--- config.mk ---
export PLATFORM = sky130hd
export DESIGN_NAME = lcc_top
export DESIGN_NICKNAME = d
export VERILOG_FILES = /design/src/common/lcc_pkg.sv /design/src/hw/lcc_top.sv
export SDC_FILE = /design/constraint.sdc
export NUM_CORES = 1
export LEC_CHECK = 0
export BUFFER_PORTS_ARGS = -buffer_cell sky130_fd_sc_hd__buf_2
export CORE_MARGIN = 3
export CORE_UTILIZATION = 55
export CTS_CLUSTER_DIAMETER = 30
export CTS_CLUSTER_SIZE = 10
export DETAILED_ROUTE_END_ITERATION = 8
export HOLD_SLACK_MARGIN = 0.03
export PLACE_DENSITY = 0.85
export SYNTH_ARGS = -nofsm -noshare
export SYNTH_HDL_FRONTEND = slang
export SYNTH_SLANG_ARGS = --single-unit
--- constraint.sdc ---
create_clock -name sys_clk_in -period 3.8 [get_ports sys_clk_in]
set_input_delay 0.76 -clock sys_clk_in [delete_from_list [all_inputs] [get_ports sys_clk_in]]
set_output_delay 0.76 -clock sys_clk_in [all_outputs]
set_load 0.02 [all_outputs]
--- src/common/lcc_pkg.sv ---
// Constants for the configurable logic cell control stage.
// Assumes a 32-bit classic Wishbone slave with registers in aligned words.
package lcc_pkg;

  localparam logic [7:0] OFS_CONTROL   = 8'h00;
  localparam logic [7:0] OFS_POLARITY  = 8'h04;
  localparam logic [7:0] OFS_STATUS    = 8'h08;
  localparam logic [7:0] OFS_INPUT_SEL = 8'h0C;
  localparam logic [7:0] OFS_GATE_SEL  = 8'h10;

  localparam int BIT_CELL_ENABLE   = 7;
  localparam int BIT_PIN_DRIVE     = 6;
  localparam int BIT_READBACK      = 5;
  localparam int BIT_RISE_IRQ_EN   = 4;
  localparam int BIT_FALL_IRQ_EN   = 3;
  localparam int BIT_FINAL_INVERT  = 7;
  localparam int BIT_IRQ_FLAG      = 0;

  localparam logic [7:0]  CONTROL_RESET   = 8'h00;
  localparam logic [7:0]  CONTROL_WMASK   = 8'hDF;
  localparam logic [7:0]  POLARITY_MASK   = 8'h8F;
  localparam logic [15:0] INPUT_SEL_MASK  = 16'h7777;

  typedef enum logic [2:0] {
    LCC_AND_OR   = 3'b000,
    LCC_OR_XOR   = 3'b001,
    LCC_AND4     = 3'b010,
    LCC_SR_LATCH = 3'b011,
    LCC_DFF_SR   = 3'b100,
    LCC_DFF2_R   = 3'b101,
    LCC_JK_R     = 3'b110,
    LCC_LATCH_SR = 3'b111
  } lcc_mode_t;

endpackage

--- src/hw/lcc_top.sv ---
// Configurable logic cell: data select, gating, function, output polarity, edge flag.
// Assumes a classic Wishbone master and sources synchronous to sys_clk_in.
`timescale 1ns/100ps
module lcc_top #(
  parameter int SRC_W = 8
) (
  // clock and reset
  input  wire logic              sys_clk_in,
  input  wire logic              rst_n_in,
  // wishbone slave
  input  wire logic              wb_cyc_in,
  input  wire logic              wb_stb_in,
  input  wire logic              wb_we_in,
  input  wire logic [7:0]        wb_adr_in,
  input  wire logic [3:0]        wb_sel_in,
  input  wire logic [31:0]       wb_dat_in,
  output logic      [31:0]       wb_dat_out,
  output logic                   wb_ack_out,
  // candidate source signals
  input  wire logic [SRC_W-1:0]  source_in,
  // cell pin and flag
  output logic                   cell_pin_out,
  output logic                   cell_pin_oe_n_out,
  output logic                   cell_irq_flag_out
);

  function automatic logic src_pick(input logic [SRC_W-1:0] src, input logic [2:0] code);
    src_pick = src[code];
  endfunction

  // bit 2k inverted, bit 2k+1 true of data input k; empty gate gives zero
  function automatic logic gate_and(input logic [7:0] en, input logic [3:0] d);
    logic [7:0] terms;
    terms = {~d[3], d[3], ~d[2], d[2], ~d[1], d[1], ~d[0], d[0]};
    terms = {terms[6], terms[7], terms[4], terms[5], terms[2], terms[3], terms[0], terms[1]};
    gate_and = (|en) & (&(~en | terms));
  endfunction

  logic [7:0]  ctrl_reg;
  logic [7:0]  pol_reg;
  logic [15:0] in_sel_reg;
  logic [31:0] gate_sel_reg;
  logic        flag_reg;
  logic        flag_next;
  logic        ack_reg;
  logic [31:0] rdata_reg;
  logic        state_reg;
  logic        state_next;
  logic        g1_prev_reg;
  logic        out_prev_reg;
  logic        pin_reg;

  // bus decode
  wire         req       = wb_cyc_in & wb_stb_in;
  wire         wr_commit = req & wb_we_in & ack_reg;
  wire         hit_ctrl  = (wb_adr_in == lcc_pkg::OFS_CONTROL);
  wire         hit_pol   = (wb_adr_in == lcc_pkg::OFS_POLARITY);
  wire         hit_stat  = (wb_adr_in == lcc_pkg::OFS_STATUS);
  wire         hit_isel  = (wb_adr_in == lcc_pkg::OFS_INPUT_SEL);
  wire         hit_gsel  = (wb_adr_in == lcc_pkg::OFS_GATE_SEL);
  wire         wr_lo     = wr_commit & wb_sel_in[0];
  wire         flag_clr  = wr_lo & hit_stat & wb_dat_in[lcc_pkg::BIT_IRQ_FLAG];

  // data selection and gating
  wire [3:0]   data_sel;
  wire [3:0]   gate_raw;
  wire [3:0]   g;
  genvar k;
  for (k = 0; k < 4; k++) begin : g_stage
    assign data_sel[k] = src_pick(source_in, in_sel_reg[4*k +: 3]);
    assign gate_raw[k] = gate_and(gate_sel_reg[8*k +: 8], data_sel);
  end
  assign g = gate_raw ^ pol_reg[3:0];

  // logic function
  wire [2:0]   mode         = ctrl_reg[2:0];
  wire         mode_is_comb = (mode == lcc_pkg::LCC_AND_OR) | (mode == lcc_pkg::LCC_OR_XOR)
                            | (mode == lcc_pkg::LCC_AND4);
  wire         g1_edge      = g[0] & ~g1_prev_reg;
  wire         cell_en      = ctrl_reg[lcc_pkg::BIT_CELL_ENABLE];
  logic        comb_result;

  always_comb begin
    case (mode)
      lcc_pkg::LCC_AND_OR: comb_result = (g[0] & g[1]) | (g[2] & g[3]);
      lcc_pkg::LCC_OR_XOR: comb_result = (g[0] | g[1]) ^ (g[2] | g[3]);
      default:             comb_result = &g;
    endcase
  end

  always_comb begin
    state_next = state_reg;
    case (mode)
      lcc_pkg::LCC_SR_LATCH: begin
        if (g[2] | g[3]) state_next = 1'b0;
        else if (g[0] | g[1]) state_next = 1'b1;
      end
      lcc_pkg::LCC_DFF_SR: begin
        if (g[2]) state_next = 1'b0;
        else if (g[3]) state_next = 1'b1;
        else if (g1_edge) state_next = g[1];
      end
      lcc_pkg::LCC_DFF2_R: begin
        if (g[2]) state_next = 1'b0;
        else if (g1_edge) state_next = g[1] & g[3];
      end
      lcc_pkg::LCC_JK_R: begin
        if (g[2]) state_next = 1'b0;
        else if (g1_edge) state_next = (g[1] & ~state_reg) | (~g[3] & state_reg);
      end
      lcc_pkg::LCC_LATCH_SR: begin
        if (g[2]) state_next = 1'b0;
        else if (g[3]) state_next = 1'b1;
        else if (g[0]) state_next = g[1];
      end
      default: state_next = 1'b0;
    endcase
    if (!cell_en) begin
      state_next = 1'b0;
    end
  end

  wire logic_result = mode_is_comb ? comb_result : state_reg;
  wire cell_out     = cell_en & (logic_result ^ pol_reg[lcc_pkg::BIT_FINAL_INVERT]);

  // edge detectors, sampled each clock
  wire rise_evt = cell_out & ~out_prev_reg & ctrl_reg[lcc_pkg::BIT_RISE_IRQ_EN];
  wire fall_evt = ~cell_out & out_prev_reg & ctrl_reg[lcc_pkg::BIT_FALL_IRQ_EN];
  wire edge_evt = rise_evt | fall_evt;

  always_comb begin
    flag_next = flag_reg;
    if (flag_clr) flag_next = 1'b0;
    if (edge_evt) flag_next = 1'b1;
  end

  // read mux
  wire [31:0] rd_mux =
    hit_ctrl ? {24'h000000, ctrl_reg[7:6], cell_out, ctrl_reg[4:0]} :
    hit_pol  ? {24'h000000, pol_reg & lcc_pkg::POLARITY_MASK} :
    hit_stat ? {31'h00000000, flag_reg} :
    hit_isel ? {16'h0000, in_sel_reg & lcc_pkg::INPUT_SEL_MASK} :
    hit_gsel ? gate_sel_reg : 32'h00000000;

  always_ff @(posedge sys_clk_in or negedge rst_n_in) begin
    if (!rst_n_in) begin
      ctrl_reg     <= lcc_pkg::CONTROL_RESET;
      flag_reg     <= 1'b0;
      ack_reg      <= 1'b0;
      rdata_reg    <= 32'h00000000;
      state_reg    <= 1'b0;
      g1_prev_reg  <= 1'b0;
      out_prev_reg <= 1'b0;
      pin_reg      <= 1'b0;
    end else begin
      ack_reg      <= req & ~ack_reg;
      if (req & ~ack_reg) rdata_reg <= rd_mux;
      if (wr_lo & hit_ctrl) ctrl_reg <= wb_dat_in[7:0] & lcc_pkg::CONTROL_WMASK;
      flag_reg     <= flag_next;
      state_reg    <= state_next;
      g1_prev_reg  <= g[0];
      out_prev_reg <= cell_out;
      pin_reg      <= cell_out;
    end
  end

  // configuration kept across reset, undefined at power-up
  always_ff @(posedge sys_clk_in) begin
    if (wr_lo & hit_pol) pol_reg <= wb_dat_in[7:0] & lcc_pkg::POLARITY_MASK;
    if (wr_commit & hit_isel & wb_sel_in[0]) in_sel_reg[7:0] <= wb_dat_in[7:0];
    if (wr_commit & hit_isel & wb_sel_in[1]) in_sel_reg[15:8] <= wb_dat_in[15:8];
    for (int b = 0; b < 4; b++) begin
      if (wr_commit & hit_gsel & wb_sel_in[b]) gate_sel_reg[8*b +: 8] <= wb_dat_in[8*b +: 8];
    end
  end

  assign wb_ack_out        = ack_reg;
  assign wb_dat_out        = rdata_reg;
  assign cell_pin_out      = pin_reg;
  assign cell_pin_oe_n_out = ~ctrl_reg[lcc_pkg::BIT_PIN_DRIVE];
  assign cell_irq_flag_out = flag_reg;
endmodule // lcc_top

==> results of run 1 <==
## power breakdown
part / switching, mW / leakage, nW / internal, mW
combinational: 0.0837 / 1.17 / 0.0552
clock: 0.353 / 0.107 / 0.351
sequential: 0.00618 / 1.02 / 1.07
total: 0.442 / 2.29 / 1.48
## Yosys cell counts, types with 4 or more instances
master / count
nand2_1: 63
edfxtp_1: 49
dfrtp_1: 44
nand3_1: 21
nor2_1: 21
mux2i_1: 17
o21ai_0: 17
a21oi_1: 11
clkbuf_1: 10
a22oi_1: 9
inv_1: 8
nor4_1: 8
nor3_1: 7
mux4_1: 6
a221oi_1: 5
and3_1: 5
mux2_2: 4
mux2i_4: 4
o22ai_1: 4
## worst max-delay path, stage by stage (launching register included)
cell and delay (ps):
edfxtp_1 460, mux4_1 630, mux2i_4 250, mux2i_1 280
nand3_2 110, o21a_2 260, nor4_4 290, mux2i_1 130
o31a_1 320, or4b_1 470, a21oi_1 150
## cell usage in the layout, fill, tap and decap left out, types with 9 or more instances in the layout
cell	n
buf_2	92
nand2_1	63
edfxtp_1	49
dfrtp_1	44
nor2_1	21
nand3_1	21
mux2i_1	17
o21ai_0	17
a21oi_1	11
buf_4	10
a22oi_1	9
clkbuf_8	9
## routing by layer
metal	up-vias	part of all wire	wire (um)
met1	1629	0.40	4204
met4	0	0.018	187
met2	185	0.50	5243
li1	1562	-	-
met5	-	0	0
met3	23	0.085	892
## worst min path at each step
stage / endpoint / cells past startpoint
2_1_floorplan: cell_irq_flag_out / 0
3_3_place_gp: wb_dat_out[19] / 2
3_5_place_dp: wb_dat_out[26] / 2
4_1_cts: wb_dat_out[26] / 2
5_1_grt: wb_dat_out[23] / 2
6_report: wb_dat_out[16] / 2
## kinds of logic (layout without fill, tap and decap cells)
kind of cell | count (synthesis) | count (layout) | share of synthesized area
XOR/XNOR | 4 | 4 | 0.01129
buffers and inverters | 25 | 126 | 0.02710
AO/OA/AOI/OAI | 64 | 64 | 0.09878
flip-flops | 93 | 93 | 0.5803
AND/OR/NAND/NOR | 145 | 145 | 0.1646
multiplexers | 34 | 34 | 0.1180
## final cells by class
cell class | instances | area (um^2)
Sequential cell | 93 | 2572
Inverter | 8 | 30.03
Multi-Input combinational cell | 247 | 1740
Tap cell | 102 | 127.6
Clock inverter | 5 | 66.31
Clock buffer | 11 | 152.6
Timing Repair Buffer | 102 | 535.5
Fill cell | 581 | 2542
## per-stage QoR
step	worst slack (ps)	cells
2_1_floorplan	334.4	365
3_3_place_gp	101.0	552
3_5_place_dp	29.49	552
4_1_cts	397.0	568
5_1_grt	227.9	568
6_report	378.1	568
==> results.sh, run 1 <==
export IMPL_grt_overflow_total=0
export IMPL_cts_resized_gates=0
export IMPL_peakVddDrop_mv=0.2298
export IMPL_status="complete, no violations"
export IMPL_r2r_cells=10
export IMPL_final_area_um2=5225
export IMPL_finalPower_mw=1.920
export IMPL_cts_hold_buf=0
export IMPL_path_clk_slew_ps=100
export IMPL_arrival_ps=3710
export IMPL_final_max_slew_viol_count=0
export IMPL_hp_start="wb_dat_out[16]"
export IMPL_holdWs_ps=467.3
export IMPL_synth_top_cell_area_share=0.3319
export IMPL_finalHoldViolCount=0
export IMPL_yosysWarnings=0
export IMPL_dpl_cell_area_um2=5006
export IMPL_leakage_nw=2.295
export IMPL_synth_edf_count=49
export IMPL_worst_pin_slew_ps=980.7
export IMPL_n_antenna_cell=0
export IMPL_drive_gt1_frac=0.3047
export IMPL_relSlewSlack=0.3462
export IMPL_ys_seq_elements=93
export IMPL_busiest_layer="met2"
export IMPL_viasPerCell=5.984
export IMPL_antenna_left=0
export IMPL_timing_setup_tns_ps=0
export IMPL_async_flop_share=0.4731
export IMPL_nets=518
export IMPL_ys_seq_area_frac=0.5803
export IMPL_clock_latency_ps=360
export IMPL_yosysTopAreaCell="edfxtp_1"
export IMPL_setup_violations=0
export IMPL_postSynthNetCount=422
export IMPL_synth_avg_cell_area_um2=12.15
export IMPL_r2r_start="in_sel_reg[0]"
export IMPL_p_per_area_nw_per_um2=367.5
export IMPL_hold_path_class="reg -> reg"
export IMPL_cts_tree="yes"
export IMPL_cp_end_kind="register"
export IMPL_grt_usage=0.2424
export IMPL_syn_cell_area_um2=4433
export IMPL_coreArea_um2=7767
export IMPL_drc_errors=0
export IMPL_rows=32
export IMPL_critPathCapture="wb_dat_out[5]"
export IMPL_cp_required_ps=4090
export IMPL_synth_cell_types=55
export IMPL_gr_usage_met1=0.3136
export IMPL_htreeDepth=3
export IMPL_worst_path_max_fanout=4
export IMPL_dp_hpwl_mm=7.969
export IMPL_met2_usage=0.4059
export IMPL_clock_sinks=93
export IMPL_period_share=0.9005
export IMPL_ctsLongestPathBuffers=2
export IMPL_grt_max_degree=45
export IMPL_die_h_um=95.78
export IMPL_vias=3399
export IMPL_numCtsBuffers=9
export IMPL_wirelength_mm=10.53
export IMPL_initial_core_util=0.5707
export IMPL_post_cts_buffers=0
export IMPL_grt_pass1_wl_mm=16.51
export IMPL_r2r_end="wb_dat_out[5]"
export IMPL_area_growth_pct=17.87
export IMPL_grt_setup_unrepaired="no"
export IMPL_port_buffers=92
export IMPL_gp_congestion=0.9322
export IMPL_synth_flop_cell="edfxtp_1"
export IMPL_antenna_found_initial=0
export IMPL_dr_first_iter_drc_count=246
export IMPL_critPathKind="reg -> reg"
export IMPL_cap_violations=0
export IMPL_fin_util=0.6727
export IMPL_clock_fmax_mhz=292.2
export IMPL_critPathLaunch="in_sel_reg[0]"
export IMPL_io_pins=93
export IMPL_fin_skew_ps=11.95
export IMPL_startpoint_type="register"
export IMPL_synth_cells=365
export IMPL_cts_root_buffer_cell="clkbuf_8"
export IMPL_die_x_um=95.78
export IMPL_drtPass1Iterations=5
export IMPL_grt_pass1_vias=3296
export IMPL_fin_crit_ps=3422
export IMPL_avgRoutedWirePerCell_um=18.54
export IMPL_die_area_um2=9173
export IMPL_synth_area_leaders="edfxtp_1 (33%), dfrtp_1 (25%), nand2_1 (5.3%), mux2i_1 (3.8%), mux4_1 (3.6%)"
export IMPL_grtUsageMet3=0.06020
export IMPL_regToRegSetupSlack_ps=380
No activity file was read; power rests on OpenSTA's default activity.
==> run 2, diff against run 1 <==
==> constraint.sdc (replaced) <==
create_clock -name sys_clk_in -period 4.3 [get_ports sys_clk_in]
set_input_delay 0.86 -clock sys_clk_in [delete_from_list [all_inputs] [get_ports sys_clk_in]]
set_output_delay 0.86 -clock sys_clk_in [all_outputs]
set_load 0.02 [all_outputs]
==> run 2 against run 1 <==
  * Combinational power shrank 12%
  * Final area shrank 1.7%
  * Clock power shrank 27%
  * Clock skew shrank 8.5 ps
  * Core utilization shrank 1.2 points
  * Die area is the same
  * Sequential power shrank 12%
  * First-iteration DRC count shrank 20%
  * Global-route usage is essentially flat
  * Wire length shrank 0.60%
  * Register-to-register slack gained 390 ps
  * Sequential share of layout area grew 0.86 points
  * Critical path type is now in -> reg
  * Largest power group unchanged
==> results.sh, run 2 (synthesis gave the netlist of run 1 again) <==
export IMPL_htreeDepth=3
export IMPL_critPathKind="in -> reg"
export IMPL_final_cell_count_no_fill=563
export IMPL_port_buffers=92
export IMPL_leakage_nw=2.245
export IMPL_cap_violations=0
export IMPL_avgRoutedWirePerCell_um=18.59
export IMPL_timing_setup_tns_ps=0
export IMPL_antenna_left=0
export IMPL_layout_setup_ws_ps=661.3
export IMPL_die_x_um=95.78
export IMPL_grt_usage=0.2423
export IMPL_fin_skew_ps=3.451
export IMPL_hp_start="wb_dat_out[18]"
export IMPL_post_cts_buffers=0
export IMPL_setup_violations=0
export IMPL_coreArea_um2=7767
export IMPL_io_pins=93
export IMPL_period_share=0.8462
export IMPL_n_antenna_cell=0
export IMPL_rows=32
export IMPL_critPathLaunch="source_in[5]"
export IMPL_layout_common_cells="buf_2 (92), nand2_1 (63), edfxtp_1 (49)"
export IMPL_worst_path_max_fanout=5
export IMPL_area_growth_pct=15.83
export IMPL_clock_latency_ps=360
export IMPL_cts_tree="yes"
export IMPL_relSlewSlack=0.3446
export IMPL_numCtsBuffers=9
export IMPL_drive_gt1_frac=0.2972
export IMPL_viasPerCell=6.034
export IMPL_dp_hpwl_mm=7.883
export IMPL_peakVddDrop_mv=0.2157
export IMPL_ctsLongestPathBuffers=2
export IMPL_arrival_ps=3920
export IMPL_path_clk_slew_ps=90
export IMPL_cp_required_ps=4580
export IMPL_dpl_cell_count=547
export IMPL_clock_fmax_mhz=274.8
export IMPL_grt_pass1_vias=3240
export IMPL_die_h_um=95.78
export IMPL_initial_core_util=0.5707
export IMPL_finalHoldViolCount=0
export IMPL_cp_end_kind="register"
export IMPL_cts_root_buffer_cell="clkbuf_8"
export IMPL_drtPass1Iterations=4
export IMPL_status="complete, no violations"
export IMPL_final_common_cell="buf_2"
export IMPL_cts_resized_gates=0
export IMPL_worst_pin_slew_ps=983.1
export IMPL_startpoint_type="input port"
export IMPL_grt_pass1_wl_mm=16.51
export IMPL_wirelength_mm=10.47
export IMPL_nets=513
export IMPL_grt_max_degree=45
export IMPL_antenna_found_initial=0
export IMPL_grt_setup_unrepaired="no"
export IMPL_fin_util=0.6611
export IMPL_die_area_um2=9173
export IMPL_clock_sinks=93
export IMPL_r2r_start="in_sel_reg[12]"
export IMPL_preCtsSetupSlack_ps=347.7
export IMPL_dr_first_iter_drc_count=198
export IMPL_p_per_area_nw_per_um2=309.6
export IMPL_cts_hold_buf=0
export IMPL_final_max_slew_viol_count=0
export IMPL_fin_crit_ps=3639
export IMPL_drc_errors=0
export IMPL_gp_congestion=0.9141
export IMPL_hold_path_class="reg -> reg"
export IMPL_vias=3397
export IMPL_grt_overflow_total=0
[run 2: changes by cell type in the layout (fill, tap and decap cells not counted)]
cell and delta:
clkinv_2 +3, clkbuf_16 -1, buf_4 -5, bufinv_16 -1, clkinvlp_4 +1, clkinv_4 -2, inv_6 +1, inv_8 -1
[run 2: metrics by stage]
step                      hold slack [ps]  power [mW]  area (um^2)
after detailed placement            452.7       1.093         4969
after CTS                           473.0       1.597         5135
final                               468.6       1.590         5135
after floorplan                     493.9       1.032         4433
after global routing                490.0       1.648         5135
after global placement              443.5       1.089         4969
[run 2: routing by layer]
metal / global-route usage / vias to the layer above / wire [um]
met5: 0 / - / 0
met4: 0.08057 / 0 / 197
met3: 0.05942 / 19 / 871
met2: 0.3990 / 174 / 5153
met1: 0.3173 / 1659 / 4243
li1: - / 1545 / -
[run 2: worst paths after layout]
path / endpoint / cells after the start / slack (ps)
hold reg to reg: wb_dat_out[18] / 2 / 470
hold / removal: wb_dat_out[18] / 2 / 470
min in group asynchronous: wb_dat_out[23] / 1 / 660
setup reg to reg: wb_dat_out[5] / 10 / 770
setup / recovery: wb_dat_out[5] / 11 / 660
max in group asynchronous: wb_dat_out[4] / 1 / 3040
[run 2: cell type report]
type                       count  area [um^2]
inverter                       8        30.03
clock inverter                 6        38.79
tap                          102        127.6
sequential                    93         2572
clock buffer                  10        127.6
fill                         616         2633
timing repair buffer          97        498.0
multi-input combinational    247         1740
[run 2: power by group]
| part | switching [mW] | internal, mW | leakage, nW |
|---|---|---|---|
| combinational | 0.0738 | 0.0479 | 1.14 |
| clock | 0.306 | 0.209 | 0.0824 |
| sequential | 0.00609 | 0.947 | 1.02 |
| total | 0.386 | 1.20 | 2.24 |
[run 2: worst max-delay path, cell delays in order]
cell and delay [ps]:
buf_2 120, mux4_1 550, mux2i_4 300, mux2i_1 240
nand3_1 150, nor3_1 480, o22ai_1 190, o41ai_4 250
nor4_1 110, or4b_1 500, a21oi_1 170
==> run 3, diff against run 2 <==
--- a/config.mk
+++ b/config.mk
@@ -5,14 +5,15 @@
 export SDC_FILE = /design/constraint.sdc
 export NUM_CORES = 1
 export LEC_CHECK = 0
+export ABC_AREA = 1
 export BUFFER_PORTS_ARGS = -buffer_cell sky130_fd_sc_hd__buf_2
 export CORE_MARGIN = 3
-export CORE_UTILIZATION = 55
+export CORE_UTILIZATION = 50
 export CTS_CLUSTER_DIAMETER = 30
 export CTS_CLUSTER_SIZE = 10
 export DETAILED_ROUTE_END_ITERATION = 8
 export HOLD_SLACK_MARGIN = 0.03
-export PLACE_DENSITY = 0.85
+export PLACE_DENSITY = 0.82
 export SYNTH_ARGS = -nofsm -noshare
 export SYNTH_HDL_FRONTEND = slang
 export SYNTH_SLANG_ARGS = --single-unit
==> constraint.sdc (replaced) <==
create_clock -name sys_clk_in -period 3.3 [get_ports sys_clk_in]
set_input_delay 0.66 -clock sys_clk_in [delete_from_list [all_inputs] [get_ports sys_clk_in]]
set_output_delay 0.66 -clock sys_clk_in [all_outputs]
set_load 0.02 [all_outputs]
==> run 3 against run 2 <==
  * Flip-flop and latch count unchanged
  * Sequential power is 29% higher
  * Die area is 13% higher
  * Synthesized cell count is 42% higher
  * Worst setup slack gained 200 ps
  * Wire length increased by 18%
  * First-iteration DRC count up 100%
  * Clock power grew 44%
  * Non-clock buffer count is the same
  * Largest cell class unchanged
==> results.sh, run 3 <==
export IMPL_die_x_um=101.8
export IMPL_nets=674
export IMPL_status="complete, no violations"
export IMPL_arrival_ps=2700
export IMPL_startpoint_type="register"
export IMPL_grt_pass1_vias=4029
export IMPL_cp_end_kind="register"
export IMPL_io_pins=93
export IMPL_peakVddDrop_mv=0.3072
export IMPL_drive_gt1_frac=0.2524
export IMPL_clock_fmax_mhz=409.3
export IMPL_synth_avg_cell_area_um2=8.833
export IMPL_final_cell_count_no_fill=730
export IMPL_synth_top_cell_area_share=0.3210
export IMPL_seq_area_um2=2572
export IMPL_cap_violations=0
export IMPL_p_per_area_nw_per_um2=391.5
export IMPL_ys_seq_area_frac=0.5611
export IMPL_leakage_nw=2.625
export IMPL_postSynthNetCount=576
export IMPL_antenna_left=0
export IMPL_hold_path_class="in -> async"
export IMPL_post_cts_buffers=0
export IMPL_critPathKind="reg -> reg"
export IMPL_clock_sinks=93
export IMPL_gp_congestion=0.9698
export IMPL_fill_cells=769
export IMPL_dp_hpwl_mm=9.192
export IMPL_viasPerCell=5.692
export IMPL_final_common_cell="nand2_1"
export IMPL_avgRoutedWirePerCell_um=16.93
export IMPL_rows=34
export IMPL_drtPass1Iterations=5
export IMPL_cts_root_buffer_cell="clkbuf_8"
export IMPL_cp_required_ps=3560
export IMPL_final_max_slew_viol_count=0
export IMPL_path_clk_slew_ps=100
export IMPL_dr_first_iter_drc_count=398
export IMPL_grt_setup_unrepaired="no"
export IMPL_drc_errors=0
export IMPL_die_h_um=101.8
export IMPL_grt_pass1_wl_mm=19.80
export IMPL_cts_hold_buf=0
export IMPL_vias=4155
export IMPL_grt_max_degree=45
export IMPL_cp_common_cell="nand3_1"
export IMPL_worst_pin_slew_ps=1007
export IMPL_area_growth_pct=17.22
export IMPL_finalPower_mw=2.104
export IMPL_ctsLongestPathBuffers=2
export IMPL_fin_util=0.6103
export IMPL_synth_edf_count=49
export IMPL_grt_overflow_total=0
export IMPL_n_antenna_cell=0
export IMPL_relSlewSlack=0.3289
export IMPL_synthMostInstantiatedCell="nand2_1"
export IMPL_finalHoldViolCount=0
export IMPL_multi_input_area_um2=1753
export IMPL_fin_skew_ps=9.500
export IMPL_synth_commonest_cells="nand2_1 (143), nand3_1 (62), inv_1 (50), edfxtp_1 (49), dfrtp_1 (44)"
export IMPL_holdWs_ps=453.1
export IMPL_r2r_cells=20
export IMPL_ys_seq_elements=93
export IMPL_period_share=0.7403
export IMPL_numCtsBuffers=9
export IMPL_cp_slowest_cell="edfxtp_1"
export IMPL_setup_violations=0
export IMPL_clock_latency_ps=370
export IMPL_yosysWarnings=0
export IMPL_wirelength_mm=12.36
export IMPL_initial_core_util=0.5206
export IMPL_synth_area_leaders="edfxtp_1 (32%), dfrtp_1 (24%), nand2_1 (12%), nand3_1 (6.8%), inv_1 (4.1%)"
export IMPL_cts_tree="yes"
export IMPL_layout_common_cells="nand2_1 (143), buf_2 (92), nand3_1 (62)"
export IMPL_dpl_cell_count=714
export IMPL_synth_cell_types=33
export IMPL_yosysTopAreaCell="edfxtp_1"
export IMPL_fin_crit_ps=2443
export IMPL_syn_cell_area_um2=4584
export IMPL_synth_cells=519
export IMPL_die_area_um2=10350
export IMPL_cp_slowest_stage_delay_ps=470
export IMPL_timing_setup_tns_ps=0
export IMPL_synth_flop_cell="edfxtp_1"
export IMPL_htreeDepth=3
export IMPL_antenna_found_initial=0
export IMPL_async_flop_share=0.4731
export IMPL_port_buffers=92
export IMPL_worst_path_max_fanout=5
export IMPL_grt_usage=0.2499
export IMPL_crit_chain="inv_2, nand2_1, nand3_1, nand3_1, nand3_1, nand2_1, nor2_2, nand3_2, nand2_2, nand2_2, nor2_2, nand2_1, nand3_1, nand2_1, nand2_2, nand2_1, nand2_2, nand3_1, nand3_1, nand3_1"
export IMPL_cts_resized_gates=0
export IMPL_coreArea_um2=8806
## run 3: cell types whose count changed in the layout (fill, tap and decap cells not counted), moves of 5 or more
cell and change:
a21oi_1 +11, a22oi_1 -9, and3_1 -5, inv_1 +42, inv_2 +7, mux2i_1 -17, mux4_1 -6, nand2_1 +80
nand2_2 +12, nand3_1 +41, nand3_2 +7, nand4_1 +9, nor2_1 +17, nor2_2 +7
## run 3: final timing paths
kind | slack, ps | start | endpoint
setup / recovery | 860 | in_sel_reg[0] | cell_irq_flag_out
setup reg to reg | 860 | in_sel_reg[0] | cell_irq_flag_out
hold reg to reg | 480 | wb_dat_out[6] | wb_dat_out[6]
max in group asynchronous | 2220 | rst_n_in | wb_dat_out[6]
min in group sys_clk_in | 460 | wb_dat_in[26] | gate_sel_reg[26]
hold / removal | 450 | rst_n_in | wb_dat_out[16]
## run 3: layout make-up
| type | count | area share |
|---|---|---|
| Sequential cell | 93 | 0.4787 |
| Multi-Input combinational cell | 357 | 0.3262 |
| Timing Repair Buffer | 97 | 0.09267 |
| Inverter | 59 | 0.04121 |
| Tap cell | 108 | 0.02515 |
| Clock buffer | 9 | 0.02305 |
| Clock inverter | 7 | 0.01304 |
## run 3: cell families after synthesis
kind of cell	after synthesis	synth area share
AO/OA/AOI/OAI	57	0.07206
buffers and inverters	69	0.05650
flip-flops	93	0.5611
multiplexers	3	0.007368
AND/OR/NAND/NOR	297	0.3029
## run 3: per-stage QoR
stage	setup slack, ps	instance area [um^2]
finish	856.9	5374
global placement	637.1	5180
global route	535.6	5374
floorplan	895.9	4584
detailed placement	542.8	5180
CTS	862.7	5374
## run 3: power breakdown
part	total [mW]	internal [mW]	switching [mW]
combinational	0.129	0.0453	0.0837
clock	0.742	0.292	0.450
sequential	1.23	1.23	0.00432
total	2.10	1.57	0.538
## run 3: metal layers
| metal | track usage | wire (um) | part of all wire |
|---|---|---|---|
| met4 | 0.06851 | 251 | 0.020 |
| met2 | 0.4069 | 5778 | 0.47 |
| met5 | 0 | 0 | 0 |
| met3 | 0.05923 | 1253 | 0.10 |
| met1 | 0.3374 | 5075 | 0.41 |
## run 3: worst max-delay path: cells and delay by family (launching register included)
| kind | cells | cell delay [ps] |
|---|---|---|
| buffers and inverters | 1 | 130 |
| DFF | 1 | 470 |
| and+or+nand+nor | 19 | 1720 |
